**src/hw/odl_pkg.sv**
```systemverilog
package odl_pkg;

  // ----------------------------------------------------------------
  // decoded classes, operations, sizes and addressing modes
  // ----------------------------------------------------------------
  typedef enum logic [2:0] {
    ODL_CLS_SINGLE,
    ODL_CLS_RESERVED,
    ODL_CLS_SHORT_JUMP,
    ODL_CLS_SHORT_CALL,
    ODL_CLS_BIT_CLEAR,
    ODL_CLS_BIT_SET,
    ODL_CLS_ARITH,
    ODL_CLS_OTHER_PAGE
  } odl_class_t;

  typedef enum logic [4:0] {
    ODL_OP_NONE,
    ODL_OP_SKIP,
    ODL_OP_ZERO,
    ODL_OP_COMPLEMENT,
    ODL_OP_ARITH_INVERT,
    ODL_OP_SWAP,
    ODL_OP_MINUS_ONE,
    ODL_OP_SIGN_WIDEN,
    ODL_OP_PLUS_ONE,
    ODL_OP_LOGICAL_RIGHT,
    ODL_OP_LOGICAL_LEFT,
    ODL_OP_ARITH_RIGHT,
    ODL_OP_NORMALIZE,
    ODL_OP_CONJUNCTION,
    ODL_OP_SUM,
    ODL_OP_DIFFERENCE,
    ODL_OP_UNSIGNED_PRODUCT,
    ODL_OP_JUMP,
    ODL_OP_CALL,
    ODL_OP_TEST_CLEAR,
    ODL_OP_TEST_SET
  } odl_op_t;

  typedef enum logic [1:0] {ODL_SZ_NONE, ODL_SZ_BYTE, ODL_SZ_WORD, ODL_SZ_LONG} odl_size_t;

  typedef enum logic [2:0] {
    ODL_AM_NONE,
    ODL_AM_DIRECT,
    ODL_AM_IMMEDIATE,
    ODL_AM_INDIRECT,
    ODL_AM_INDEXED
  } odl_mode_t;

  typedef struct packed {
    odl_class_t cls;
    odl_op_t op;
    odl_size_t size;
    odl_mode_t mode;
    logic [1:0] operands;
    logic dest_is_src;
    logic [2:0] field;
    logic reserved;
  } odl_dec_t;

  // ----------------------------------------------------------------
  // opcode boundaries of the low page
  // ----------------------------------------------------------------
  localparam logic [7:0] ODL_SINGLE_WORD_BASE = 8'h00;
  localparam logic [7:0] ODL_SINGLE_BYTE_BASE = 8'h10;
  localparam logic [7:0] ODL_SINGLE_BYTE_LAST = 8'h1A;
  localparam logic [7:0] ODL_JUMP_BASE = 8'h20;
  localparam logic [7:0] ODL_CALL_BASE = 8'h28;
  localparam logic [7:0] ODL_TEST_CLEAR_BASE = 8'h30;
  localparam logic [7:0] ODL_TEST_SET_BASE = 8'h38;
  localparam logic [7:0] ODL_THREE_OP_BASE = 8'h40;
  localparam logic [7:0] ODL_TWO_OP_BASE = 8'h60;
  localparam logic [7:0] ODL_PAGE_LAST = 8'h6B;
  localparam logic [7:0] ODL_OPCODE_RESET = 8'h00;

  // reset value of the decoded word: nothing, no operands
  localparam odl_dec_t ODL_DEC_RESET = '{
    cls: ODL_CLS_RESERVED, op: ODL_OP_NONE, size: ODL_SZ_NONE, mode: ODL_AM_NONE,
    operands: 2'h0, dest_is_src: 1'b0, field: 3'h0, reserved: 1'b0
  };

  // inclusive range test used by both decoders
  function automatic logic odl_in_range(input logic [7:0] op, input logic [7:0] lo, input logic [7:0] hi);
    odl_in_range = (op >= lo) && (op <= hi);
  endfunction : odl_in_range

endpackage : odl_pkg

```
**src/hw/odl_dec_if.sv**
```systemverilog
`timescale 1ns/1ps
`default_nettype none

// ----------------------------------------------------------------
// one partial decode: a hit flag and the decoded word
// ----------------------------------------------------------------
interface odl_dec_if import odl_pkg::*; ();
  logic hit;
  odl_dec_t dec;
  modport prod (output hit, output dec);
  modport cons (input hit, input dec);
endinterface : odl_dec_if

`default_nettype wire

```
**src/hw/odl_single_decode.sv**
```systemverilog
`timescale 1ns/1ps
`default_nettype none

module odl_single_decode import odl_pkg::*; (
  // opcode byte
  input wire logic [7:0] opcode,
  // partial decode
  odl_dec_if.prod res
);

  // ----------------------------------------------------------------
  // single-operand page, 00 to 1F
  // ----------------------------------------------------------------
  logic is_byte;
  logic in_page;

  assign in_page = odl_in_range(opcode, ODL_SINGLE_WORD_BASE, ODL_JUMP_BASE - 8'h01);
  assign is_byte = opcode[4];

  // low nibble picks the operation; byte half has no long forms
  always_comb begin
    res.hit = in_page;
    res.dec = ODL_DEC_RESET;
    res.dec.cls = ODL_CLS_SINGLE;
    res.dec.operands = 2'h1;
    res.dec.size = is_byte ? ODL_SZ_BYTE : ODL_SZ_WORD;
    unique case (opcode[3:0])
      4'h0: res.dec.op = is_byte ? ODL_OP_NONE : ODL_OP_SKIP;
      4'h1: res.dec.op = ODL_OP_ZERO;
      4'h2: res.dec.op = ODL_OP_COMPLEMENT;
      4'h3: res.dec.op = ODL_OP_ARITH_INVERT;
      4'h4: res.dec.op = ODL_OP_SWAP;
      4'h5: res.dec.op = ODL_OP_MINUS_ONE;
      4'h6: res.dec.op = ODL_OP_SIGN_WIDEN;
      4'h7: res.dec.op = ODL_OP_PLUS_ONE;
      4'h8: res.dec.op = ODL_OP_LOGICAL_RIGHT;
      4'h9: res.dec.op = ODL_OP_LOGICAL_LEFT;
      4'hA: res.dec.op = ODL_OP_ARITH_RIGHT;
      4'hB: res.dec.op = ODL_OP_NONE;
      4'hC: res.dec.op = is_byte ? ODL_OP_NONE : ODL_OP_LOGICAL_RIGHT;
      4'hD: res.dec.op = is_byte ? ODL_OP_NONE : ODL_OP_LOGICAL_LEFT;
      4'hE: res.dec.op = is_byte ? ODL_OP_NONE : ODL_OP_ARITH_RIGHT;
      4'hF: res.dec.op = is_byte ? ODL_OP_NONE : ODL_OP_NORMALIZE;
    endcase
    // long shifts and normalise work on double words
    if (!is_byte && opcode[3:2] == 2'b11) begin
      res.dec.size = ODL_SZ_LONG;
    end
    // 0B, 10 and 1B..1F have no instruction: a quiet no-op
    if (res.dec.op == ODL_OP_NONE) begin
      res.dec.cls = ODL_CLS_RESERVED;
      res.dec.size = ODL_SZ_NONE;
      res.dec.operands = 2'h0;
      res.dec.reserved = 1'b1;
    end
  end

endmodule : odl_single_decode

`default_nettype wire

```
**src/hw/odl_group_decode.sv**
```systemverilog
`timescale 1ns/1ps
`default_nettype none

module odl_group_decode import odl_pkg::*; (
  // opcode byte
  input wire logic [7:0] opcode,
  // partial decode
  odl_dec_if.prod res
);

  // ----------------------------------------------------------------
  // short transfers, bit tests and arithmetic groups, 20 to 6B
  // ----------------------------------------------------------------
  function automatic odl_mode_t odl_mode_of(input logic [1:0] low);
    unique case (low)
      2'd0: odl_mode_of = ODL_AM_DIRECT;
      2'd1: odl_mode_of = ODL_AM_IMMEDIATE;
      2'd2: odl_mode_of = ODL_AM_INDIRECT;
      2'd3: odl_mode_of = ODL_AM_INDEXED;
    endcase
  endfunction : odl_mode_of

  // group of four within a sixteen: and, add, subtract, multiply
  function automatic odl_op_t odl_arith_of(input logic [1:0] grp);
    unique case (grp)
      2'd0: odl_arith_of = ODL_OP_CONJUNCTION;
      2'd1: odl_arith_of = ODL_OP_SUM;
      2'd2: odl_arith_of = ODL_OP_DIFFERENCE;
      2'd3: odl_arith_of = ODL_OP_UNSIGNED_PRODUCT;
    endcase
  endfunction : odl_arith_of

  logic is_arith;
  logic is_three;

  assign res.hit = odl_in_range(opcode, ODL_JUMP_BASE, ODL_PAGE_LAST);
  assign is_arith = odl_in_range(opcode, ODL_THREE_OP_BASE, ODL_PAGE_LAST);
  assign is_three = odl_in_range(opcode, ODL_THREE_OP_BASE, ODL_TWO_OP_BASE - 8'h01);

  // opcode bits [4:3] pick the transfer kind below 40
  always_comb begin
    res.dec = ODL_DEC_RESET;
    res.dec.field = opcode[2:0];
    res.dec.operands = 2'h1;
    if (is_arith) begin
      res.dec.cls = ODL_CLS_ARITH;
      res.dec.op = odl_arith_of(opcode[3:2]);
      res.dec.mode = odl_mode_of(opcode[1:0]);
      res.dec.field = 3'h0;
      res.dec.operands = is_three ? 2'h3 : 2'h2;
      res.dec.dest_is_src = !is_three;
      // only the 50..5F half of the three-operand page is byte wide
      res.dec.size = (is_three && opcode[4]) ? ODL_SZ_BYTE : ODL_SZ_WORD;
    end else if (opcode[4]) begin
      res.dec.cls = opcode[3] ? ODL_CLS_BIT_SET : ODL_CLS_BIT_CLEAR;
      res.dec.op = opcode[3] ? ODL_OP_TEST_SET : ODL_OP_TEST_CLEAR;
      res.dec.size = ODL_SZ_BYTE;
      res.dec.operands = 2'h2;
    end else begin
      res.dec.cls = opcode[3] ? ODL_CLS_SHORT_CALL : ODL_CLS_SHORT_JUMP;
      res.dec.op = opcode[3] ? ODL_OP_CALL : ODL_OP_JUMP;
    end
  end

endmodule : odl_group_decode

`default_nettype wire

```
**src/hw/odl_decoder.sv**
```systemverilog
`timescale 1ns/1ps
`default_nettype none

// How it works
// - 40..43 decode three-operand word and
// - 44..47 decode three-operand word add
// - 48..4B decode three-operand word subtract
// - 4C..4F decode three-operand unsigned word multiply
// - 50..53 decode three-operand byte and
// - 54..57 decode three-operand byte add
// - 58..5B decode three-operand byte subtract
// - 5C..5F decode three-operand unsigned byte multiply
// - 60..63 two-operand word and, destination reused
// - 64..67 two-operand word add, destination reused
// - low bits: direct, immediate, indirect, indexed
// - 40..5F three operands, 60..6B two
// - 68..6B decode two-operand word subtract
// - reserved opcodes never raise a trap
module odl_decoder import odl_pkg::*; #(
  parameter int CNT_W = 16
) (
  // clock and reset
  input wire logic clk_sys,
  input wire logic srst,
  // opcode bytes from fetch
  input wire logic op_valid,
  input wire logic [7:0] op_byte,
  output logic op_ready,
  // decoded instruction to execution control
  output logic dec_valid,
  input wire logic dec_ready,
  output var odl_dec_t dec_info,
  output logic [7:0] dec_opcode,
  output logic dec_trap_req,
  // statistics
  output logic [CNT_W-1:0] reserved_count,
  output logic [CNT_W-1:0] other_page_count
);

  // ----------------------------------------------------------------
  // partial decoders
  // ----------------------------------------------------------------
  odl_dec_if single_res ();
  odl_dec_if group_res ();

  odl_single_decode u_single (
    .opcode (op_byte),
    .res (single_res)
  );

  odl_group_decode u_group (
    .opcode (op_byte),
    .res (group_res)
  );

  // saturating increment, shared by both counters
  function automatic logic [CNT_W-1:0] odl_sat_inc(input logic [CNT_W-1:0] v);
    odl_sat_inc = (&v) ? v : v + CNT_W'(1);
  endfunction : odl_sat_inc

  // ----------------------------------------------------------------
  // merge: above 6B belongs to another decoder page
  // ----------------------------------------------------------------
  odl_dec_t merged;

  always_comb begin
    merged = ODL_DEC_RESET;
    merged.cls = ODL_CLS_OTHER_PAGE;
    if (single_res.hit) begin
      merged = single_res.dec;
    end else if (group_res.hit) begin
      merged = group_res.dec;
    end
  end

  // ----------------------------------------------------------------
  // output stage: one register, refilled in the cycle it drains
  // ----------------------------------------------------------------
  logic valid_q, valid_d;
  odl_dec_t info_q, info_d;
  logic [7:0] opcode_q, opcode_d;
  logic take;

  // fetch stalls only while the held result is not being consumed
  assign op_ready = !valid_q || dec_ready;
  assign take = op_valid && op_ready;

  always_comb begin
    valid_d = valid_q;
    info_d = info_q;
    opcode_d = opcode_q;
    if (take) begin
      valid_d = 1'b1;
      info_d = merged;
      opcode_d = op_byte;
    end else if (dec_ready) begin
      valid_d = 1'b0;
    end
  end

  always_ff @(posedge clk_sys) begin
    if (srst) begin
      valid_q <= 1'b0;
      info_q <= ODL_DEC_RESET;
      opcode_q <= ODL_OPCODE_RESET;
    end else begin
      valid_q <= valid_d;
      info_q <= info_d;
      opcode_q <= opcode_d;
    end
  end

  assign dec_valid = valid_q;
  assign dec_info = info_q;
  assign dec_opcode = opcode_q;
  // reserved opcodes run as no-ops; the core never sees a trap from here
  assign dec_trap_req = 1'b0;

  // ----------------------------------------------------------------
  // counters of reserved and off-page opcodes accepted
  // ----------------------------------------------------------------
  logic [CNT_W-1:0] rsv_cnt_q, rsv_cnt_d;
  logic [CNT_W-1:0] oth_cnt_q, oth_cnt_d;

  // counted on acceptance so a stalled byte is not counted twice
  always_comb begin
    rsv_cnt_d = rsv_cnt_q;
    oth_cnt_d = oth_cnt_q;
    if (take && merged.reserved) begin
      rsv_cnt_d = odl_sat_inc(rsv_cnt_q);
    end
    if (take && merged.cls == ODL_CLS_OTHER_PAGE) begin
      oth_cnt_d = odl_sat_inc(oth_cnt_q);
    end
  end

  always_ff @(posedge clk_sys) begin
    if (srst) begin
      rsv_cnt_q <= '0;
      oth_cnt_q <= '0;
    end else begin
      rsv_cnt_q <= rsv_cnt_d;
      oth_cnt_q <= oth_cnt_d;
    end
  end

  assign reserved_count = rsv_cnt_q;
  assign other_page_count = oth_cnt_q;

endmodule : odl_decoder

`default_nettype wire

```
**config.mk**
```make
export PLATFORM = sky130hd
export DESIGN_NAME = odl_decoder
export DESIGN_NICKNAME = d
export VERILOG_FILES = /design/src/hw/odl_pkg.sv /design/src/hw/odl_dec_if.sv /design/src/hw/odl_single_decode.sv /design/src/hw/odl_group_decode.sv /design/src/hw/odl_decoder.sv
export SDC_FILE = /design/constraint.sdc
export NUM_CORES = 1
export LEC_CHECK = 0
export BUFFER_PORTS_ARGS = -buffer_cell sky130_fd_sc_hd__buf_2
export CAP_MARGIN = 20
export CORE_ASPECT_RATIO = 1.75
export CORE_MARGIN = 2
export CORE_UTILIZATION = 52
export DETAILED_ROUTE_END_ITERATION = 8
export GPL_ROUTABILITY_DRIVEN = 0
export MAX_ROUTING_LAYER = met4
export PLACE_DENSITY = 0.78
export SLEW_MARGIN = 20
export SYNTH_ARGS = -nofsm -noshare
export SYNTH_HDL_FRONTEND = slang
export SYNTH_SLANG_ARGS = --single-unit
```
**constraint.sdc**
```tcl
create_clock -name clk_sys -period 6.4 [get_ports clk_sys]
set_input_delay 0.64 -clock clk_sys [delete_from_list [all_inputs] [get_ports clk_sys]]
set_output_delay 0.64 -clock clk_sys [all_outputs]
set_load 0.01 [all_outputs]
```
# After elaboration in Yosys (flattened, before gate mapping)
# Index checks and enable logic that the tools add are counted.
# word_totals
reg_bits	61
input_bits	12
# classes
muxes	31
bitwise_logic	2
n_addsub	2
reduce_logical	22
eq_ne	22
magnitude_cmp	6
# op_table
cell	count
one-hot mux 5 bit (16 select lines)	1
two-way mux 20 bit	2
adder 16 x 1 -> 16 bit (second input constant)	2
equality test 4 bit (second input constant)	8
AND reduction 16 bit	2
two-way mux 4 bit	5
one-hot mux 5 bit (4 select lines)	1
equality test 4 x 3 -> 1 bit (second input constant)	4
less-or-equal comparator 8 x 7 -> 1 bit (second input constant)	2
two-way mux 2 bit	7
one-hot mux 3 bit (4 select lines)	1
two-way mux 1 bit	10
two-way mux 10 bit	1
logical AND 1 bit	9
equality test 2 bit (second input constant)	4
equality test 4 x 2 -> 1 bit (second input constant)	2
>= comparator 8 x 1 -> 1 bit (second input constant)	1
>= comparator 8 x 6 -> 1 bit (second input constant)	1
>= comparator 8 x 7 -> 1 bit (second input constant)	1
less-or-equal comparator 8 x 5 -> 1 bit (second input constant)	1
two-way mux 8 bit	1
two-way mux 3 bit	2
logical NOT 5 bit	1
equality test 2 x 1 -> 1 bit (second input constant)	2
other kinds (9)	14

# Depth between registers and ports, before layout
# Gate-level depths: netlist of the first run.
# logic_depth
ltp_word	10
ltp_mapped	10
depth_no_buf	8

# By module
# Synthesis of the first run repeated with hierarchy kept, for this count alone.
# unflattened
hier_cells	408
area_unflattened_um2	3375.7
# modules_own_cells
mod	cells_each	area_per_inst_um2	n_inst
odl_decoder	324	2732.6	1
odl_group_decode	46	361.6	1
odl_single_decode	38	281.5	1

# Least setup slack after synthesis of the first run
# No wires, ideal clock.
# synth_timing
path_type	input to register
startpoint	in op_byte[0]
endpoint	reg rsv_cnt_q[3], in the netlist reserved_count[3]
required_ps	6277
t_arrival_ps	2868
setup_ps	123
slack_ps	3409
stages	9
path_cell_list	inv_1 ha_1 or4_4 a221o_1 nor4_4 nand3_2 buf_6 nor4b_2 mux2_1
# synth_between
elab_chain_cells	7
elab_cells_between_ends	25
classes_between	order compare: 2; eq/ne: 15; mux: 3; reduce/logical: 5
# synth_lines
item	line_no	text
start, declared	odl_decoder.sv:27	input wire logic [7:0] op_byte,
equality test 4 bit (tied with other cells)	odl_single_decode.sv:27	unique case (opcode[3:0])
one-hot mux 5 bit (16 select lines)	odl_single_decode.sv:27	
logical NOT 5 bit	odl_single_decode.sv:50	if (res.dec.op == ODL_OP_NONE) begin
two-way mux 1 bit	odl_single_decode.sv:50	
two-way mux 20 bit (*)	odl_decoder.sv:69	if (single_res.hit) begin
logical AND 1 bit (*)	odl_decoder.sv:129	if (take && merged.reserved) begin
AND reduction 2 bit (no source line) (*)	n/a	
end signal, assigned	odl_decoder.sv:142	rsv_cnt_q <= rsv_cnt_d;
end, declared	odl_decoder.sv:122	logic [CNT_W-1:0] rsv_cnt_q, rsv_cnt_d;
# Mark *: on every way between the ends. The rest lies on a longest branch, timed or not. The select of a mux whose other input is x is not followed.
# A chain may end at the register's enable or synchronous reset.

# Worst setup path after layout of the first run
# Same ends and word-level chain as after synthesis.

==> results by group, run 1 <==
Worst hold path
  • Hold Path Class: reg -> reg
  • Hold path cells: 2

Status
  • Status: completed

Placed design
  • Hpwl dp: between 5 and 6 mm
  • Input/output buffers: 73
  • Setup WS pre-CTS: 2.846 ns
  • Post-DP Area: 0.003581 mm2

GRT
  • Total track usage: between 20% and 30%
  • First-pass GRT wire length: roughly 13 mm
  • Total global routing overflow: 0
  • Initial antenna violation count: 0
  • Vias in the first global route: around 2700
  • Maximum number of pins on one net before global-route repair: 67

Detailed routing
  • Via count: between 3000 and 4000
  • Starting DRT DRC Count: between 150 and 200
  • Wire length per cell after detailed routing: ~15 um
  • Post-route antenna net violation count: 0
  • Post-route DRC: 0
  • Vias/cell: approximately 5.7
  • DRT Pass-1 Iters: 4
  • Wirelength, routed: 7.764 mm

Setup path
  • Critical path required time: roughly 6.6 ns
  • Critical path buffers and inverters: 2
  • Setup crit start kind: input port
  • Reg2reg path depth: 6
  • Slowest CP cell: or4_4
  • Crit path max-delay family: simple AND/OR/NAND/NOR gates
  • Crit-path max cell delay: 0.54 ns
  • Critical-path cell list: buf_2, inv_1, ha_1, or4_4, a221o_1, nor4_4, nand3_2, nor4b_2, mux2_1
  • Max FO, Critical Path: 21
  • Critical path arrival: ~3.4 ns
  • Crit path kind: in -> reg
  • Worst setup EP type: register
  • R2R setup slack: between 3 and 4 ns
  • Number of stages on the worst setup path: 9

Floorplan
  • Die area: roughly 0.0068 mm2
  • Initial core utilization: roughly 54%
  • Die W: 63.27 um
  • Core area: approximately 0.0059 mm2
  • Die Span Y: around 110 um
  • FP Rows: 37
  • Top-Level Pins: between 70 and 80

Logic synthesis
  • Synth Flop Type: dfxtp_1
  • Syn Nets: around 420
  • Count of flip-flops with a built-in enable after synthesis: 0
  • Synthesized area per cell: approximately 8.2 um2
  • Async SR Flop Fraction: 0%
  • Distinct cells, synth: between 50 and 60
  • Synthesized cell area: about 0.0032 mm2
  • Yosys reg bits: a little over 60
  • Synth Instances: ~390
  • Syn. warnings: 0
  • Post-synthesis sequential area ratio: 38.20%

Clock network
  • Clock tree buffer depth: 2
  • CTS root buf: clkbuf_8
  • H-tree Lvls: 3
  • Clk_lat worst skew: 0.35 ns
  • Post-CTS Setup Bufs: 0
  • Clk sinks: about 60
  • CTS tree: done
  • Post_cts resized: 0
  • Worst-path clk slew: roughly 0.07 ns
  • Inserted Clock Buffers: 9
  • CTS hold repair buffers: 0

STA
  • RSZ-0062 raised after global routing: false
  • Setup Skew: around 0.0071 ns
  • Setup violators final: 0
  • Max-slew violations: 0
  • Minimum clock period: 3.193 ns
  • Slew @ Worst Pin: between 1 and 1.5 ns
  • Max Clk Rate: roughly 310 MHz
  • Slew HR: between 30 and 40%
  • Final-report hold violation count: 0
  • Period utilization: 49.89%
  • Worst Slack Setup Final: approximately 3.2 ns
  • Setup TNS: 0 ns

Pwr
  • Leakage power: 1.596 nW
  • Max IR drop VDD: around 0.00017 V
  • Pwr dens: approximately 220 mW/mm2

Finish
  • N_diodes: 0
  • Finished layout cell area: 0.003759 mm2
  • P&R area growth vs syn: 17.57%
  • Layout cell share with drive strength beyond 1: a little over a fifth
  • Layout Nets: between 400 and 500

Job
  • Max_cap viols: 0
==> flip-flops by register name (all words and copies together) (netlist names) <==
signal            cells
dec_valid             1
other_page_count     16
dec_opcode            8
dec_info             20
reserved_count       16
==> cell families (layout without fill, tap and decap cells) <==
| family | count (synthesis) | in the layout | synth area share, % |
|---|---|---|---|
| muxes | 8 | 8 | 2.700 |
| AOI/OAI and AO/OA | 93 | 93 | 18.79 |
| xor gates and xnor gates | 10 | 10 | 2.740 |
| adders and majority gates | 17 | 17 | 6.653 |
| DFF | 61 | 61 | 38.20 |
| buffers and inverters | 38 | 105 | 4.931 |
| other | 1 | 1 | 0.1173 |
| and+or+nand+nor | 160 | 160 | 25.87 |
==> per-stage QoR <==
stage	util (%)	power [mW]	std cells	hold WS, ns
finish	63.43	0.8146	533	0.4547
global route	63.43	0.8476	533	0.4729
CTS	63.43	0.8206	533	0.4556
detailed placement	60.43	0.5091	518	0.4463
global placement	60.30	0.5057	517	0.4424
floorplan	-	0.4767	388	0.4805
==> metal layers <==
metal	track usage [%]	wire, um
met2	41.03	4025
met5	-	0
met3	5.439	326
met4	11.34	168
met1	27.17	3243
==> final timing paths <==
kind / start / endpoint
max: op_byte[0] / reserved_count[3]$_SDFFE_PP0P_
min: dec_opcode[2]$_SDFFE_PP0P_ / dec_opcode[2]$_SDFFE_PP0P_
max reg2reg: dec_valid$_SDFFE_PP0P_ / other_page_count[13]$_SDFFE_PP0P_
min reg2reg: dec_opcode[2]$_SDFFE_PP0P_ / dec_opcode[2]$_SDFFE_PP0P_
==> worst reg2reg max path: cells and delay by family (launching register included) <==
family	cells	cell delay, ns
compound gates	1	0.53
flops	1	0.31
xor+xnor	1	0.14
simple gates	4	1.54
==> placed cells by master (no fill, tap or decap), types with 2 or more instances in the layout <==
cell type  instances
ha_1              17
a221o_1            2
inv_1             14
buf_4              3
a31oi_1            4
nand2_1           34
nand4_1            7
xnor2_1            8
a211oi_1           3
a21bo_2            2
nand3_1           14
mux2_1             5
a22oi_1            3
o21a_1             3
o21ai_0           12
nor3_1            12
or3_1              9
clkbuf_8          12
o211ai_1           4
o21ai_1            2
clkbuf_1           2
dfxtp_1           61
and3_1             6
nor2_1            43
o31a_1             2
buf_2             73
a21oi_1           35
mux2i_1            2
a221oi_1           2
nor2b_1            6
o31ai_1            7
xor2_1             2
a311oi_1           2
nand2b_1           5
nor4_1             5
or4_1              8
==> power breakdown <==
group	internal, mW	switching (mW)	total [mW]
combinational	0.0370	0.0684	0.105
sequential	0.390	0.00605	0.396
clock	0.170	0.143	0.313
==> synthesized netlist by cell type, drive strengths merged (2+ instances only) <==
master	instances	area [um2]
a221o	2	20.02
nand4	7	43.79
a31oi	4	25.02
a21bo	2	20.02
a22oi	3	22.52
clkbuf	19	71.32
xnor2	8	70.07
xor2	2	17.52
a221oi	2	17.52
o31a	2	17.52
nor4	6	52.55
nor2b	6	37.54
inv	14	52.55
o31ai	7	52.55
nand2b	5	31.28
mux2i	3	30.03
and3	6	37.54
nor3	12	60.06
o21a	3	22.52
o211ai	4	30.03
a211oi	3	22.52
ha	17	212.7
or3	9	56.30
or4	9	71.32
nor2	43	161.4
a21oi	35	175.2
mux2	5	56.30
o21ai	14	70.07
a311oi	2	17.52
buf	5	33.78
nand2	34	127.6
dfxtp	61	1221
nand3	15	80.08
==> layout make-up <==
type                            count  area [um2]
Clock buffer                       14       172.7
Clock inverter                      1       5.005
Fill cell                         584        2167
Inverter                           14       52.55
Multi-Input combinational cell    289        1822
Sequential cell                    61        1221
Tap cell                           78       97.59
Timing Repair Buffer               76       387.9
Power figures use the tool's default switching activity.
==> run 2: changes to the inputs <==
--- a/config.mk
+++ b/config.mk
@@ -5,15 +5,16 @@
 export SDC_FILE = /design/constraint.sdc
 export NUM_CORES = 1
 export LEC_CHECK = 0
+export ABC_AREA = 1
 export BUFFER_PORTS_ARGS = -buffer_cell sky130_fd_sc_hd__buf_2
 export CAP_MARGIN = 20
 export CORE_ASPECT_RATIO = 1.75
 export CORE_MARGIN = 2
-export CORE_UTILIZATION = 52
+export CORE_UTILIZATION = 50
 export DETAILED_ROUTE_END_ITERATION = 8
 export GPL_ROUTABILITY_DRIVEN = 0
 export MAX_ROUTING_LAYER = met4
-export PLACE_DENSITY = 0.78
+export PLACE_DENSITY = 0.77
 export SLEW_MARGIN = 20
 export SYNTH_ARGS = -nofsm -noshare
 export SYNTH_HDL_FRONTEND = slang
==> constraint.sdc (replaced) <==
create_clock -name clk_sys -period 2.9 [get_ports clk_sys]
set_input_delay 0.29 -clock clk_sys [delete_from_list [all_inputs] [get_ports clk_sys]]
set_output_delay 0.29 -clock clk_sys [all_outputs]
set_load 0.01 [all_outputs]
==> results by group, run 2 <==
Clock network
  • CTS tree: done
  • Clk sinks: 61 (unchanged)
  • Post-CTS Setup Bufs: 0 (unchanged)
  • Worst-path clk slew: 0.05 ns (-0.02 ns)
  • Inserted Clock Buffers: 9 (unchanged)
  • CTS root buf: clkbuf_16
  • H-tree Lvls: 3 (unchanged)
  • Clk_lat worst skew: 0.32 ns (-0.03 ns)
  • Post_cts resized: 0 (unchanged)
  • CTS hold repair buffers: 0 (unchanged)
  • Clock tree buffer depth: 2 (unchanged)

Logic synthesis
  • Synth Area in Simple Gates: 33.04% (+7.2 points)
  • Syn Nets: 541 (+30%)
  • Count of flip-flops with a built-in enable after synthesis: 0 (unchanged)
  • Compound-cell area share of the yosys netlist: 13.58% (-5.2 points)
  • Area leader, netlist: dfxtp_1
  • Synth area leaders: dfxtp_1, nand2_1, a21oi_1
  • Synth Flop Type: dfxtp_1
  • Most numerous cell in the Yosys netlist: nand2_1
  • Post-synthesis sequential area ratio: 34.60% (-3.6 points)
  • Post-synthesis mux area share: 0% (-2.7 points)
  • Synth Instances: 512 (+32%)
  • Syn. warnings: 0 (unchanged)
  • XOR/XNOR Fraction of Synth Area: 3.722% (+0.98 points)
  • Synthesized area per cell: 6.894 um2 (-16%)
  • Async SR Flop Fraction: 0% (unchanged)
  • Post-synth top area share: 34.60% (-3.6 points)
  • Synthesized cell area: 0.003530 mm2 (+10%)
  • Synth top cells by count: nand2_1, dfxtp_1, nor2_1
  • Adder-Cell Fraction of Synth Area: 6.026% (-0.63 points)
  • Distinct cells, synth: 38 (-34%)
  • Yosys reg bits: 61 (unchanged)
  • Largest family of logic cells by synthesized area: simple AND/OR/NAND/NOR gates

Setup path
  • Worst setup EP type: register
  • Slowest CP cell: dfxtp_1
  • Crit path kind: reg -> reg
  • Max FO, Critical Path: 16 (-24%)
  • Crit path max-delay family: simple AND/OR/NAND/NOR gates
  • Critical path buffers and inverters: 1 (-1)
  • Critical path required time: 3.15 ns (-3.49 ns)
  • Setup crit start kind: register
  • Critical path arrival: 2.18 ns (-1.25 ns)
  • Critical-path cell list: ha_1, nand2_1, inv_1, nand2_2, nor3_4, nand2_2, nand4_4, nand2_1, a21oi_1
  • Crit-path max cell delay: 0.41 ns (-0.13 ns)

Detailed routing
  • Via count: 3577 (+18%)
  • DRT Pass-1 Iters: 5 (+1)
  • Starting DRT DRC Count: 225 (+14%)
  • Wire length per cell after detailed routing: 13.98 um (-4.0%)
  • Vias/cell: 5.331 (-6.3%)
  • Wirelength, routed: 9.383 mm (+21%)
  • Post-route DRC: 0 (unchanged)
  • Post-route antenna net violation count: 0 (unchanged)

GRT
  • Total track usage: 26.33% (+2.0 points)
  • Initial antenna violation count: 0 (unchanged)
  • Vias in the first global route: 3527 (+30%)
  • First-pass GRT wire length: 15.29 mm (+20%)
  • Maximum number of pins on one net before global-route repair: 46 (-31%)
  • Total global routing overflow: 0 (unchanged)

STA
  • Setup violators final: 0 (unchanged)
  • Setup Skew: 0.004353 ns (-0.002763 ns)
  • Setup TNS: 0 ns (unchanged)
  • Final-report hold violation count: 0 (unchanged)
  • Period utilization: approximately two thirds
  • Slew HR: 62.26% (+30 points)
  • Max-slew violations: 0 (unchanged)
  • RSZ-0062 raised after global routing: false
  • Slew @ Worst Pin: 0.5647 ns (-0.4505 ns)
  • Minimum clock period: 1.938 ns
  • Max Clk Rate: between 500 and 600 MHz

Floorplan
  • FP Rows: 40 (+8.1%)
  • Top-Level Pins: 75 (unchanged)
  • Die area: 0.007773 mm2 (+14%)
  • Die W: 67.51 um (+6.7%)
  • Die Span Y: 115.1 um (+6.9%)
  • Core area: 0.006857 mm2 (+16%)
  • Initial core utilization: 51.48% (-2.5 points)

Finish
  • Area occupied by multi-input gates: 0.001993 mm2 (+9.4%)
  • Most frequent cells in the layout: nand2_1, buf_2, nor2_1, dfxtp_1, inv_1
  • Finished layout cell area: 0.004272 mm2 (+14%)
  • Layout Nets: 611 (+27%)
  • Commonest non-fill, non-tap cell in the layout: nand2_1
  • N_diodes: 0 (unchanged)
  • P&R area growth vs syn: 21.02%
  • Layout cell share with drive strength beyond 1: 18.40% (-2.9 points)
  • Fillers: 617 (+5.7%)
  • Max reg flops: 20 (unchanged)
  • Reg area: 0.001221 mm2 (unchanged)

Pwr
  • Leakage power: 1.946 nW (+22%)
  • Max IR drop VDD: 0.0003412 V (+100%)
  • Pwr dens: 553.9 mW/mm2 (+160%)

Worst hold path
  • Hold Path Class: in -> reg

Placed design
  • Input/output buffers: 73 (unchanged)
  • Hpwl dp: 6.860 mm (+27%)
  • Post-DP Area: 0.003930 mm2 (+9.7%)

Job
  • Max_cap viols: 0 (unchanged)

Status
  • Status: completed
-- run 2: cell count changes in the layout (fill, tap and decap cells not counted), moves of 7 or more --
cell,change
nand2_1,+75
inv_1,+39
nor2_1,+18
a21oi_1,+16
o21ai_0,+16
nand3_1,+13
nand4_1,+12
clkbuf_8,-11
clkbuf_16,+9
or3_1,-9
or4_1,-8
xor2_1,+7
-- run 2: area by class of cell --
| cell class | instances | share of cell area, % |
|---|---|---|
| clock inverters | 4 | 2.226 |
| multi-input cells | 377 | 46.66 |
| well taps | 84 | 2.460 |
| inverters | 56 | 5.038 |
| flip-flops and latches | 61 | 28.59 |
| clock buffers | 12 | 5.770 |
| repair buffers | 77 | 9.256 |
-- run 2: worst reg2reg max path, cell delays in order (launching register included) --
cell,delay (ns)
dfxtp_1,0.41
ha_1,0.29
nand2_1,0.08
inv_1,0.07
nand2_2,0.10
nor3_4,0.15
nand2_2,0.24
nand4_4,0.29
nand2_1,0.07
a21oi_1,0.15
-- run 2: layer usage --
metal / routed length [um] / up-vias / global-route usage (%)
li1: - / 1811 / -
met2: 5098 / 110 / 45.75
met5: 0 / - / -
met3: 420 / 24 / 4.892
met4: 320 / 0 / 14.15
met1: 3544 / 1632 / 27.04
-- run 2: kinds of logic after synthesis --
family / count (synthesis)
flops: 61
fa+ha+maj: 17
compound gates: 91
xor+xnor: 15
other cells: 1
buf+inv: 74
simple gates: 253
-- run 2: stage by stage --
| stage | hold slack, ns | power (mW) | utilization, % | cells | worst slack [ns] |
|---|---|---|---|---|---|
| floorplan | 0.4389 | 1.077 | - | 512 | 1.177 |
| global placement | 0.4537 | 1.158 | 57.32 | 655 | 0.7675 |
| detailed placement | 0.4559 | 1.162 | 57.32 | 655 | 0.7035 |
| CTS | 0.2580 | 2.382 | 62.30 | 671 | 0.9641 |
| global route | 0.2907 | 2.443 | 62.30 | 671 | 0.7076 |
| finish | 0.2646 | 2.366 | 62.30 | 671 | 0.9621 |
-- run 2: final timing paths --
path                                  start                              end  slack (ns)  depth (start not counted)
max          reserved_count[0]$_SDFFE_PP0P_  reserved_count[15]$_SDFFE_PP0P_        0.96                          9
min                              op_byte[6]       dec_opcode[6]$_SDFFE_PP0P_        0.26                          3
max reg2reg  reserved_count[0]$_SDFFE_PP0P_  reserved_count[15]$_SDFFE_PP0P_        0.96                          9
min reg2reg        dec_info[6]$_SDFFE_PP0P_         dec_info[6]$_SDFFE_PP0P_        0.46                          2
-- run 2: power breakdown --
part	total [mW]	internal (mW)	switching [mW]
combinational	0.262	0.0833	0.179
sequential	0.885	0.868	0.0172
clock	1.22	0.861	0.358
total	2.37	1.81	0.554
